--- config.mk ---
export PLATFORM = sky130hd
export DESIGN_NAME = prog_mode_entry_control
export DESIGN_NICKNAME = d
export VERILOG_FILES = /design/src/rtl/prog_entry_pkg.sv /design/src/rtl/pin_sync.sv /design/src/rtl/prog_mode_entry_control.sv
export SDC_FILE = /design/constraint.sdc
export NUM_CORES = 1
export LEC_CHECK = 0
export BUFFER_PORTS_ARGS = -buffer_cell sky130_fd_sc_hd__buf_2
export CAP_MARGIN = 20
export CORE_ASPECT_RATIO = 0.5
export CORE_UTILIZATION = 30
export DETAILED_ROUTE_END_ITERATION = 8
export SYNTH_ARGS = -nofsm -noshare
export SYNTH_HDL_FRONTEND = slang
export SYNTH_SLANG_ARGS = --single-unit
--- constraint.sdc ---
create_clock -name i_clk_sys -period 1.57 [get_ports i_clk_sys]
set_clock_uncertainty 0.15 [all_clocks]
set_input_delay 0.157 -clock i_clk_sys [delete_from_list [all_inputs] [get_ports i_clk_sys]]
set_output_delay 0.157 -clock i_clk_sys [all_outputs]
set_load 0.05 [all_outputs]
--- src/rtl/prog_entry_pkg.sv ---
// Constants shared by the programming-mode entry control block
package prog_entry_pkg;
  // Delivered default of the low-voltage enable bit in configuration word one
  localparam logic LV_ENABLE_RESET = 1'h1;
  // Synchroniser depth for pin inputs
  localparam int SYNC_STAGES = 2;
  // Bench figure for the link clock, for reference only
  localparam int LINK_CLK_PERIOD_NS = 160;
  localparam int SYS_CLK_PERIOD_NS = 8;
  // Settle count after master-clear release before entry is judged
  localparam logic [3:0] ENTRY_SETTLE_CYCLES = 4'h3;
endpackage

--- src/rtl/pin_sync.sv ---
// Two flip-flop synchroniser for one asynchronous pin level
`timescale 1ns/1ps
module pin_sync (
  input wire logic i_clk_sys,
  input wire logic i_rstn,
  input wire logic i_async,
  output logic o_sync
);
  logic meta;

  // First stage is read only by the second stage
  always_ff @(posedge i_clk_sys or negedge i_rstn) begin
    if (!i_rstn) begin
      meta <= 1'h0;
      o_sync <= 1'h0;
    end else begin
      meta <= i_async;
      o_sync <= meta;
    end
  end
endmodule // pin_sync

--- src/rtl/prog_mode_entry_control.sv ---
// Programming-mode entry control and ownership of the programming pins
//
// Overview of operation
// - Two-line serial programming: clock plus bidirectional data
// - Low-voltage enable set reserves mode-select pin
// - Enable cleared releases mode-select pin to I/O
// - Enable bit writable only in high-voltage session
// - Enable cleared: only high-voltage entry allowed
// - High-voltage entry always allowed
// - Enabled: select high enters programming, even floating
// - Enable bit defaults set; clearing disables it
// - Programming pins shared with secondary oscillator pins
`timescale 1ns/1ps
module prog_mode_entry_control (
  input wire logic i_clk_sys,
  input wire logic i_rstn,
  input wire logic i_master_clear_pin,
  input wire logic i_high_voltage_entry_level,
  input wire logic i_prog_mode_select_pin,
  input wire logic i_serial_prog_clock,
  input wire logic i_serial_prog_data,
  input wire logic i_prog_data_out,
  input wire logic i_prog_data_drive,
  input wire logic i_enable_write_req,
  input wire logic i_enable_write_value,
  input wire logic i_port_b_pin_three_out,
  input wire logic i_port_b_pin_three_oe,
  input wire logic i_secondary_osc_enable,
  output logic o_low_voltage_prog_enable,
  output logic o_prog_mode,
  output logic o_hv_session,
  output logic o_lv_session,
  output logic o_cpu_rstn,
  output logic o_port_b_pin_three_in,
  output logic o_prog_mode_select_oe,
  output logic o_prog_mode_select_out,
  output logic o_serial_prog_clock_rise,
  output logic o_serial_prog_data_in,
  output logic o_serial_prog_data_out,
  output logic o_serial_prog_data_oe,
  output logic o_secondary_osc_active,
  output logic o_enable_write_refused
);
  typedef enum logic [1:0] {RUN_RESET, SETTLE, RUN, PROG} entry_state_e;

  entry_state_e state;
  entry_state_e next_state;
  logic clear_s;
  logic hv_s;
  logic sel_s;
  logic pclk_s;
  logic pdata_s;
  logic pclk_d;
  logic [3:0] settle_cnt;
  logic lv_enable;
  logic hv_sess;
  logic lv_sess;

  // Every pin from the far side passes two flops before logic sees it
  pin_sync u_sync_clear (
    .i_clk_sys(i_clk_sys),
    .i_rstn(i_rstn),
    .i_async(i_master_clear_pin),
    .o_sync(clear_s)
  );
  pin_sync u_sync_hv (
    .i_clk_sys(i_clk_sys),
    .i_rstn(i_rstn),
    .i_async(i_high_voltage_entry_level),
    .o_sync(hv_s)
  );
  pin_sync u_sync_sel (
    .i_clk_sys(i_clk_sys),
    .i_rstn(i_rstn),
    .i_async(i_prog_mode_select_pin),
    .o_sync(sel_s)
  );
  // Link clock is sampled like any pin; its edges are found after the second flop
  pin_sync u_sync_pclk (
    .i_clk_sys(i_clk_sys),
    .i_rstn(i_rstn),
    .i_async(i_serial_prog_clock),
    .o_sync(pclk_s)
  );
  pin_sync u_sync_pdata (
    .i_clk_sys(i_clk_sys),
    .i_rstn(i_rstn),
    .i_async(i_serial_prog_data),
    .o_sync(pdata_s)
  );

  // Entry decode: high voltage always wins, low voltage only while enabled
  wire hv_entry = hv_s;
  wire lv_entry = lv_enable && sel_s;
  wire entry_ok = hv_entry || lv_entry;
  wire settle_done = (settle_cnt == prog_entry_pkg::ENTRY_SETTLE_CYCLES);
  wire pclk_rise = pclk_s && !pclk_d;
  // Enable bit may only change inside a session entered by high voltage
  wire enable_write_ok = i_enable_write_req && (state == PROG) && hv_sess;
  wire enable_refused = i_enable_write_req && !enable_write_ok;
  wire in_prog = (state == PROG);
  // Pins are shared with the oscillator; programming takes them over
  wire osc_active = i_secondary_osc_enable && !in_prog;

  // Entry sequencing: judged after master-clear release, left on its fall
  always_comb begin
    next_state = state;
    unique case (state)
      RUN_RESET: if (clear_s) next_state = SETTLE;
      SETTLE: begin
        if (!clear_s) next_state = RUN_RESET;
        else if (settle_done) next_state = entry_ok ? PROG : RUN;
      end
      RUN: if (!clear_s) next_state = RUN_RESET;
      PROG: if (!clear_s) next_state = RUN_RESET;
    endcase
  end

  // State and settle counter; the counter rides out pin skew at release
  always_ff @(posedge i_clk_sys or negedge i_rstn) begin
    if (!i_rstn) begin
      state <= RUN_RESET;
      settle_cnt <= 4'h0;
    end else begin
      state <= next_state;
      settle_cnt <= (state == SETTLE) ? settle_cnt + 4'h1 : 4'h0;
    end
  end

  // Session type latched at entry so a mid-session drop of high voltage
  // does not change what the session may do
  always_ff @(posedge i_clk_sys or negedge i_rstn) begin
    if (!i_rstn) begin
      hv_sess <= 1'b0;
      lv_sess <= 1'b0;
    end else if (state == SETTLE && settle_done && clear_s) begin
      hv_sess <= hv_entry;
      lv_sess <= !hv_entry && lv_entry;
    end else if (next_state != PROG) begin
      hv_sess <= 1'b0;
      lv_sess <= 1'b0;
    end
  end

  // Low-voltage enable bit, delivered set
  always_ff @(posedge i_clk_sys or negedge i_rstn) begin
    if (!i_rstn) begin
      lv_enable <= prog_entry_pkg::LV_ENABLE_RESET;
    end else if (enable_write_ok) begin
      lv_enable <= i_enable_write_value;
    end
  end

  // Registered outputs
  always_ff @(posedge i_clk_sys or negedge i_rstn) begin
    if (!i_rstn) begin
      pclk_d <= 1'h0;
      o_low_voltage_prog_enable <= prog_entry_pkg::LV_ENABLE_RESET;
      o_prog_mode <= 1'h0;
      o_hv_session <= 1'h0;
      o_lv_session <= 1'h0;
      o_cpu_rstn <= 1'h0;
      o_port_b_pin_three_in <= 1'h0;
      o_prog_mode_select_oe <= 1'h0;
      o_prog_mode_select_out <= 1'h0;
      o_serial_prog_clock_rise <= 1'h0;
      o_serial_prog_data_in <= 1'h0;
      o_serial_prog_data_out <= 1'h0;
      o_serial_prog_data_oe <= 1'h0;
      o_secondary_osc_active <= 1'h0;
      o_enable_write_refused <= 1'h0;
    end else begin
      pclk_d <= pclk_s;
      o_low_voltage_prog_enable <= lv_enable;
      o_prog_mode <= in_prog;
      o_hv_session <= hv_sess;
      o_lv_session <= lv_sess;
      // Core runs only in normal operation, held through settle and programming
      o_cpu_rstn <= (state == RUN);
      // Mode-select pin is general I/O only while the enable bit is clear
      o_port_b_pin_three_in <= lv_enable ? 1'h0 : sel_s;
      o_prog_mode_select_oe <= lv_enable ? 1'h0 : i_port_b_pin_three_oe;
      o_prog_mode_select_out <= lv_enable ? 1'h0 : i_port_b_pin_three_out;
      // Serial link: clock edge found by sampling, data is two-way
      o_serial_prog_clock_rise <= in_prog && pclk_rise;
      o_serial_prog_data_in <= pdata_s;
      o_serial_prog_data_out <= in_prog ? i_prog_data_out : 1'h0;
      o_serial_prog_data_oe <= in_prog && i_prog_data_drive;
      o_secondary_osc_active <= osc_active;
      o_enable_write_refused <= enable_refused;
    end
  end

  // Assertions
  a_pin_reserved: assert property (@(posedge i_clk_sys) disable iff (!i_rstn)
    lv_enable |=> !o_prog_mode_select_oe && !o_port_b_pin_three_in)
    else $error("mode-select pin used as I/O while low-voltage enabled");
  a_pin_release: assert property (@(posedge i_clk_sys) disable iff (!i_rstn)
    !lv_enable |=> o_prog_mode_select_oe == $past(i_port_b_pin_three_oe))
    else $error("mode-select pin not released to I/O");
  a_enable_write_guard: assert property (@(posedge i_clk_sys) disable iff (!i_rstn)
    (lv_enable != $past(lv_enable)) |-> $past(state == PROG && hv_sess && i_enable_write_req))
    else $error("enable bit changed outside a high-voltage session");
  // A refused write must be reported, so software can tell it did not land
  a_write_refusal: assert property (@(posedge i_clk_sys) disable iff (!i_rstn)
    (i_enable_write_req && !(in_prog && hv_sess)) |=> o_enable_write_refused)
    else $error("refused enable write not reported");
  a_lv_entry_blocked: assert property (@(posedge i_clk_sys) disable iff (!i_rstn)
    (state == SETTLE && settle_done && clear_s && !lv_enable && !hv_s) |=> state == RUN)
    else $error("entry without high voltage while enable clear");
  a_hv_entry_always: assert property (@(posedge i_clk_sys) disable iff (!i_rstn)
    (state == SETTLE && settle_done && clear_s && hv_s) |=> state == PROG ##1 o_hv_session)
    else $error("high-voltage entry refused");
  a_lv_entry_taken: assert property (@(posedge i_clk_sys) disable iff (!i_rstn)
    (state == SETTLE && settle_done && clear_s && lv_enable && sel_s) |=> in_prog)
    else $error("low-voltage entry missed with select high");
  a_session_exclusive: assert property (@(posedge i_clk_sys) disable iff (!i_rstn)
    !(o_hv_session && o_lv_session))
    else $error("both session kinds flagged at once");
  a_exit_on_clear: assert property (@(posedge i_clk_sys) disable iff (!i_rstn)
    (in_prog && !clear_s) |=> state == RUN_RESET ##1 !o_prog_mode && !o_cpu_rstn)
    else $error("programming not left on master-clear low");
  a_core_held_prog: assert property (@(posedge i_clk_sys) disable iff (!i_rstn)
    o_prog_mode |-> !o_cpu_rstn)
    else $error("core released while programming");
  a_clock_rise_prog: assert property (@(posedge i_clk_sys) disable iff (!i_rstn)
    o_serial_prog_clock_rise |-> o_prog_mode)
    else $error("link clock edge passed on outside programming");
  a_data_drive_prog: assert property (@(posedge i_clk_sys) disable iff (!i_rstn)
    o_serial_prog_data_oe |-> $past(in_prog))
    else $error("data pin driven outside programming");
  a_osc_yields: assert property (@(posedge i_clk_sys) disable iff (!i_rstn)
    o_prog_mode |-> !o_secondary_osc_active)
    else $error("oscillator active during programming");
endmodule // prog_mode_entry_control

After elaboration in Yosys (flattened, before gate mapping)
Index checks and enable logic that the tools add are counted.
- register bits: 34
- input bits: 14
- word-level logic and storage cells: 69
- $add $sub $neg: 1
- eq/ne operators: 5
- multiplexer cells: 14
- reductions and logical operators: 19
- operators by type and width (cell ; count):
    $logic_and 1x1->1 ; 11
    $mux 1 ; 8
    $mux 2 ; 4
    $pmux 2 s3 ; 1
    $add 4x1->4 const B ; 1
    $eq 2x2->1 const B ; 2
    $eq 4x2->1 const B ; 1
    $logic_not 1->1 ; 4
    $mux 4 ; 1
    $eq 2x1->1 const B ; 1
    $logic_not 2->1 ; 1
    $ne 2x2->1 const B ; 1
    $reduce_bool 2->1 ; 1
    $reduce_or 2->1 ; 1
    $logic_or 1x1->1 ; 1

Logic depth before layout (Yosys ltp)
Gate-level depths: netlist (run 1).
- depth after elaboration: 9
- mapped depth: 4
- mapped depth without buffers: 4

Hierarchy
A second synthesis (run 1) with hierarchy kept.
- cell total of the unflattened synthesis: 68
- area total of the unflattened synthesis: 1102.3 µm²
- by module, submodules not included (module ; instances ; cells each ; area each (µm²) ; seq. area each (µm²)):
    prog_mode_entry_control ; 1 ; 58 ; 852.1 ; 603.1
    pin_sync ; 5 ; 2 ; 50.0 ; 50.0

Worst setup path before layout (run 1)
Ideal clock, no wire load.
- path type: reg-to-reg
- start point: reg settle_cnt[0]
- end point: reg state[0]
- setup time: 0.128 ns
- arrival: 1.049 ns
- required time: 1.292 ns
- path slack: 0.243 ns
- stages on the path, launching flop included: 5
- clock period less this slack: 1.327 ns
- cell sequence: dfrtp_1 ha_1 or2b_2 nor4_4 a21oi_1
- word-level cells in the longest chain between the ends: 4
- ends and longest elaborated chain (item ; line ; text):
    from (decl) ; prog_mode_entry_control.sv:54 ; logic [3:0] settle_cnt;
    from (signal assigned) ; prog_mode_entry_control.sv:126 ; settle_cnt <= (state == SETTLE) ? settle_cnt + 4'h1 : 4'h0;
    $eq 4x2->1 ; prog_mode_entry_control.sv:96 ; wire settle_done = (settle_cnt == prog_entry_pkg::ENTRY_SETTLE_CYCLES);
    $mux 2 ; prog_mode_entry_control.sv:112 ; else if (settle_done) next_state = entry_ok ? PROG : RUN;
    $mux 2 ; prog_mode_entry_control.sv:111 ; if (!clear_s) next_state = RUN_RESET;
    $pmux 2 s3 ; prog_mode_entry_control.sv:108 ; unique case (state)
    named net next_state[0] ; prog_mode_entry_control.sv:47 ; entry_state_e next_state;
    to (signal assigned) ; prog_mode_entry_control.sv:125 ; state <= next_state;
    to (decl) ; prog_mode_entry_control.sv:46 ; entry_state_e state;
The timed path passes the listed nets, and every way through them passes these cells.
A chain may end at the register's enable or synchronous reset.

Worst setup path after layout (run 1)
Same ends and word-level chain as after synthesis.

==> run metrics, run 1 <==
largest net degree at the start of global routing=26; DP Cell Count=around 150; core area=3470 µm²; Crit. End Element=register; Die ar.=3940 µm²; Top FF cell, synth=dfrtp_1; layout cells sized above 1=39.7%; Clock Latency Late Sink=280 ps; DR iter-0 viols=23; RSZ-0062 raised after global routing=false; final core utilization=45.0%; hold crit path type=in -> async; Final Wtd Congestion=0.701; synthesized area=1100 µm²; Post-Syn Nets=83; Post-Layout Inst Area=1560 µm²; Worst-Margin Slew=just under 300 ps; global-route wire length before repair=2970 µm; CP max-delay cell=dfrtp_1; IO Count=28; cts repair resizes=0; Critical path buffers and inverters=0; largest registers=settle_cnt: 4 flops, state: 2 flops; Min Clock Period, post-route=1390 ps; Final Max Tran Viols=0; R2R Setup Slk=180 ps; Max-cap violations=0; Final Hold Viols=0; Die Span Y=44.9 µm; CTS tree=done; Crit Path Category=reg -> reg; Critical Path Fanout Max=3; cells after synthesis=68; largest reg by FF count=settle_cnt; sequential area share after synthesis=77.4%; Crit path largest cell delay=360 ps; Post-DRT Antenna Nets=0; DP Area=1320 µm²; initial core utilization=31.7%; CP top delay family=simple AND/OR/NAND/NOR gates; max reg flops=4; nets=between 100 and 150; Post-Layout Cell Count=~170; area share of the largest cell type after synthesis=72.6%; WP data arrival=between 1000 and 1500 ps; status=finished clean; DRC=0; Synth cell types=24; vias in the first global route=around 660; Final HPWL DP=1180 µm; all-layer global routing usage=11.3%; worst reg2reg path startpoint=settle_cnt[0]; per-cell routed wire length=10.9 µm; CTS clock-pin slew for the worst setup and hold paths=60 ps; Row Count=15; commonest non-fill, non-tap cell in the layout=dfrtp_1; initial antenna violation count=0; Final Setup Violations=0; Ys Warns=0; WHS=139 ps; Overflow after GRT=0; die width=87.7 µm; Mean Syn Cell Area=16.2 µm²; vias per inst=3.95; highest-count cells in the layout ignoring fill and taps=32 x dfrtp_1, 27 x buf_2, 13 x dlygate4sd3_1; static leakage=between 0.7 and 0.8 nW; Setup TNS=0 ps; Port Buffers=27; CTS Root Cell=clkbuf_8; Bufs on Longest Clock Path=2; beginning of the critical path=settle_cnt[0]; H-tree Lvls=2; crit path launch type=register; reg2reg path depth=4; DRT Pass-1 Iters=4; slew margin rel.=80.6%; # fillers=308; FF+latch count, synth=34; DR vias=660; maximum clock rate=721 MHz; Post-Route WL=1830 µm; Synth async-reset ratio=100%; Post-synth EDFFs=0; PwrDens=1200 nW/µm²; Yosys top cell by area=dfrtp_1; crit path cell chain=ha_1 > or2b_2 > nor4_4 > a21oi_1; Layout Area Growth over Synthesis=41.9%; r2r endpoint=state[0]; fin crit share=88.3%; sinks on the clock net=34; Worst VDD drop=0.329 mV; Ant. Diodes=0; top post-synthesis cells by area=dfrtp_1 73%, dfstp_2 4.8%, and3_2 2.7%; CP required=~1600 ps; CTS Buf Count=5
## layer usage
layer  vias up  part of all wire [%]  global-route usage, %
li1        322                     -                      -
met1       320                    42                   12.2
met2        12                    50                   17.8
met3         6                   4.3                   4.02
met4         0                   3.3                   10.8
met5         -                     0                      0
## worst max path at each step
stage / endpoint / slack (ps) / cells after the start
3_5_place_dp: state[0] / 190 / 4
6_report: state[0] / 180 / 4
5_1_grt: state[0] / 110 / 4
4_1_cts: state[0] / 180 / 4
3_3_place_gp: state[0] / 200 / 4
2_1_floorplan: state[0] / 240 / 4
## metrics by stage
step / power, mW / worst slack [ps]
final: 1.88 / 183
after global routing: 1.96 / 105
after CTS: 1.91 / 179
after detailed placement: 1.07 / 189
after global placement: 1.07 / 204
after floorplan: 1.02 / 243
## worst reg2reg max path: cells and delay by family (launching register included)
kind | cells | cell delay (ps)
AND/OR/NAND/NOR | 2 | 500
AO/OA/AOI/OAI | 1 | 100
adder cells (fa/ha/maj) | 1 | 160
flip-flops | 1 | 360
## power breakdown
part           leakage [nW]  internal, mW  total (mW)  switching (mW)
registers             0.423         0.913       0.934          0.0208
logic                 0.281        0.0636       0.147          0.0836
clock network        0.0573         0.507       0.796           0.288
## repair_timing
action / 4_1_cts / 5_1_grt
endpoints found under the hold margin: 45 / 0
hold buffers: 13 / 0
buffers inserted: 0 / 0
## layout make-up
class | instances | area, µm² | share of cell area, %
clock inverters | 1 | 30.0 | 1.92
well taps | 51 | 63.8 | 4.08
multi-input cells | 32 | 241 | 15.4
inverters | 2 | 7.51 | 0.480
clock buffers | 6 | 82.6 | 5.28
repair buffers | 41 | 285 | 18.2
flip-flops and latches | 34 | 853 | 54.6
## Yosys cell counts, types with 2 or more instances
library cell  instances
nor2_1                3
nand2_1               2
a21oi_1               2
dfrtp_1              32
and2_1                2
a32o_1                2
nor2b_1               3
and3_2                4
inv_1                 2
dfstp_2               2
## logic make-up after synthesis
group	count (synthesis)	share of synthesized area, %
mux	1	1.02
simple gates	22	14.4
xor+xnor	1	0.795
buf+inv	2	0.681
compound gates	7	4.54
flops	34	77.4
fa+ha+maj	1	1.13
(Power assumes the default switching activity.)
==> inputs of run 2 (changes only) <==
--- a/config.mk
+++ b/config.mk
@@ -7,9 +7,10 @@
 export LEC_CHECK = 0
 export BUFFER_PORTS_ARGS = -buffer_cell sky130_fd_sc_hd__buf_2
 export CAP_MARGIN = 20
-export CORE_ASPECT_RATIO = 0.5
+export CORE_ASPECT_RATIO = 0.9
 export CORE_UTILIZATION = 30
 export DETAILED_ROUTE_END_ITERATION = 8
 export SYNTH_ARGS = -nofsm -noshare
 export SYNTH_HDL_FRONTEND = slang
+export SYNTH_HIERARCHICAL = 1
 export SYNTH_SLANG_ARGS = --single-unit
==> constraint.sdc (replaced) <==
create_clock -name i_clk_sys -period 1.75 [get_ports i_clk_sys]
set_clock_uncertainty 0.15 [all_clocks]
set_input_delay 0.175 -clock i_clk_sys [delete_from_list [all_inputs] [get_ports i_clk_sys]]
set_output_delay 0.175 -clock i_clk_sys [all_outputs]
set_load 0.05 [all_outputs]
==> run 2 against run 1 <==
Effect of this change: sequential power decreased by 10%; combinational power decreased by 18%; register-to-register slack improved by 160 ps; synthesized cell count unchanged; final cell count decreased by 6.6%; global-route usage decreased by 0.62 points.
==> run metrics, run 2 <==
all-layer global routing usage=10.7% (-0.62 points); global-route wire length before repair=2920 µm (-1.7%); initial core utilization=31.9% (+0.17 points); FF+latch count, synth=34 (unchanged); DP Cell Count=139 (-5.4%); max reg flops=4 (unchanged); vias in the first global route=695 (+4.8%); top-count cell post-synth=dfrtp_1; P_int=1.14 mW (-23%); Final Max Tran Viols=0 (unchanged); DRT Pass-1 Iters=2 (-2); Setup TNS=0 ps (unchanged); H-tree Lvls=2 (unchanged); Overflow after GRT=0 (unchanged); layout cells sized above 1=38.4% (-1.3 points); Max-cap violations=0 (unchanged); DR iter-0 viols=27 (+17%); Final Wtd Congestion=0.668 (-4.8%); static leakage=0.721 nW (-5.4%); DR vias=671 (+1.7%); commonest non-fill, non-tap cell in the layout=dfrtp_1; CP max-delay cell=dfrtp_1; crit path cell chain=ha_1 > or2b_2 > nor4_4 > a32o_1; highest-count cells in the layout ignoring fill and taps=32 x dfrtp_1, 27 x buf_2, 10 x dlygate4sd3_1; Hold Buf Count CTS=10 (-3); Synth async-reset ratio=100% (unchanged); DRC=0 (unchanged); largest registers=settle_cnt: 4 flops, state: 2 flops; CP required=1810 ps (+230 ps); combinational power share=8.2% (+0.4 points); largest net degree at the start of global routing=35 (+35%); crit path launch type=register; RSZ-0062 raised after global routing=false; NetSw=0.329 mW (-16%); buffers inserted by post-CTS timing repair=0 (unchanged); CTS Root Cell=clkbuf_8; per-cell routed wire length=11.0 µm (about the same); Ant. Diodes=0 (unchanged); Post-DRT Antenna Nets=0 (unchanged); IO Count=28 (unchanged); PwrDens=1000 nW/µm² (-17%); Critical Path Fanout Max=3 (unchanged); Crit Path Category=reg -> reg; hold crit path type=in -> reg; Synth cell types=24 (unchanged); Die ar.=3920 µm² (-0.36%); beginning of the critical path=settle_cnt[0]; final core utilization=42.5% (-2.5 points); CTS clock-pin slew for the worst setup and hold paths=60 ps (about the same); Layout Area Growth over Synthesis=33.3%; core area=3450 µm² (-0.54%); Crit path largest cell delay=360 ps (about the same); Flop pwr share=57.1% (+7.3 points); Worst-Margin Slew=710 ps (+419 ps); final total power=1.47 mW (-22%); Post-Syn Nets=83 (unchanged); WP data arrival=1470 ps (+70 ps); Post-synth EDFFs=0 (unchanged); CTS tree=done; area share of the largest cell type after synthesis=72.6% (unchanged); sequential area share after synthesis=77.4% (unchanged); status=finished clean; Mean Syn Cell Area=16.2 µm² (unchanged); slew margin rel.=52.7% (-28 points); largest reg by FF count=settle_cnt; Worst VDD drop=0.372 mV (+13%); cells after synthesis=68 (unchanged); CTS Buf Count=5 (unchanged); initial antenna violation count=0 (unchanged); Post-Layout Cell Count=156 (-6.6%); DP Area=1290 µm² (-2.2%); fin crit share=80.5% (-7.9 points); Final Setup Violations=0 (unchanged); Bufs on Longest Clock Path=2 (unchanged); Crit. End Element=register; synthesized area=1100 µm² (unchanged); Clock Latency Late Sink=270 ps (about the same); worst reg2reg path startpoint=settle_cnt[0]; HP Start=i_prog_data_out; Die Span Y=59.5 µm (+33%); Final Hold Viols=0 (unchanged); clock power share=34.7% (-7.7 points); Sw Share=22.4% (+1.4 points); top post-synthesis cells by area=dfrtp_1 73%, dfstp_2 4.8%, and3_2 2.7%; Yosys top cell by area=dfrtp_1; Row Count=20 (+5); nets=127 (-3.1%); post-route setup slack=342 ps (+159 ps); Port Buffers=27 (unchanged); maximum clock rate=710 MHz (-1.5%); die width=65.9 µm (-25%); commonest cells in the netlist=32 x dfrtp_1, 4 x and3_2, 3 x nor2_1, 3 x nor2b_1; WHS=18.5 ps (-121 ps); # fillers=327 (+6.2%); Post-Layout Inst Area=1470 µm² (-6.1%); Top FF cell, synth=dfrtp_1; Ys Warns=6 (+6); sinks on the clock net=34 (unchanged); Min Clock Period, post-route=1410 ps (+21.1 ps); Post-Route WL=1710 µm (-6.5%); cts repair resizes=0 (unchanged); pre-CTS setup slack=361 ps (+171 ps); vias per inst=4.30 (+8.8%)
run 2: cell types whose count changed in the layout (fill, tap and decap cells not counted), sizes merged:
cell	previous run	this run
clkbuf	6	7
bufinv	1	0
dlygate4sd3	13	10
buf	28	27
run 2: cell type report:
cell class | count | area (µm²) | share of cell area [%]
Multi-Input combinational cell | 32 | 241 | 16.4
Tap cell | 44 | 55.1 | 3.75
Clock buffer | 7 | 76.3 | 5.20
Sequential cell | 34 | 853 | 58.1
Timing Repair Buffer | 37 | 235 | 16.0
Inverter | 2 | 7.51 | 0.511
run 2: power by group through the flow:
stage / sequential [mW] / clock [mW] / combinational, mW
after floorplan: 0.882 / 0 / 0.0290
after global placement: 0.851 / 0 / 0.104
after detailed placement: 0.853 / 0 / 0.106
after CTS: 0.839 / 0.533 / 0.123
after global routing: 0.843 / 0.567 / 0.134
final: 0.839 / 0.511 / 0.120
run 2: worst max-delay path: cells and delay by family, from the launching register on:
kind | cells | cell delay, ps
AO/OA/AOI/OAI | 1 | 160
adder cells (fa/ha/maj) | 1 | 160
flip-flops | 1 | 360
AND/OR/NAND/NOR | 2 | 520
run 2: path summary, 6_finish.rpt:
kind | endpoint | slack, ps | cells past startpoint
min in group asynchronous | o_hv_session | 330 | 2
setup reg to reg | lv_sess | 340 | 4
max in group asynchronous | settle_cnt[1] | 650 | 2
hold reg to reg | u_sync_pclk/o_sync | 200 | 0
setup / recovery | lv_sess | 340 | 4
hold / removal | o_serial_prog_data_out | 20 | 2
run 2: routing by layer:
metal,track usage [%],wire [µm],vias up
li1,-,-,316
met1,11.4,723,328
met2,17.5,841,24
met3,4.62,122,3
met4,6.52,21,0
met5,0,0,-
run 2: logic make-up (layout without fill, tap and decap cells):
group / Yosys count / in the layout / share of synthesized area (%)
simple gates: 22 / 22 / 14.4
compound gates: 7 / 7 / 4.54
mux: 1 / 1 / 1.02
buf+inv: 2 / 46 / 0.681
flops: 34 / 34 / 77.4
xor+xnor: 1 / 1 / 0.795
fa+ha+maj: 1 / 1 / 1.13
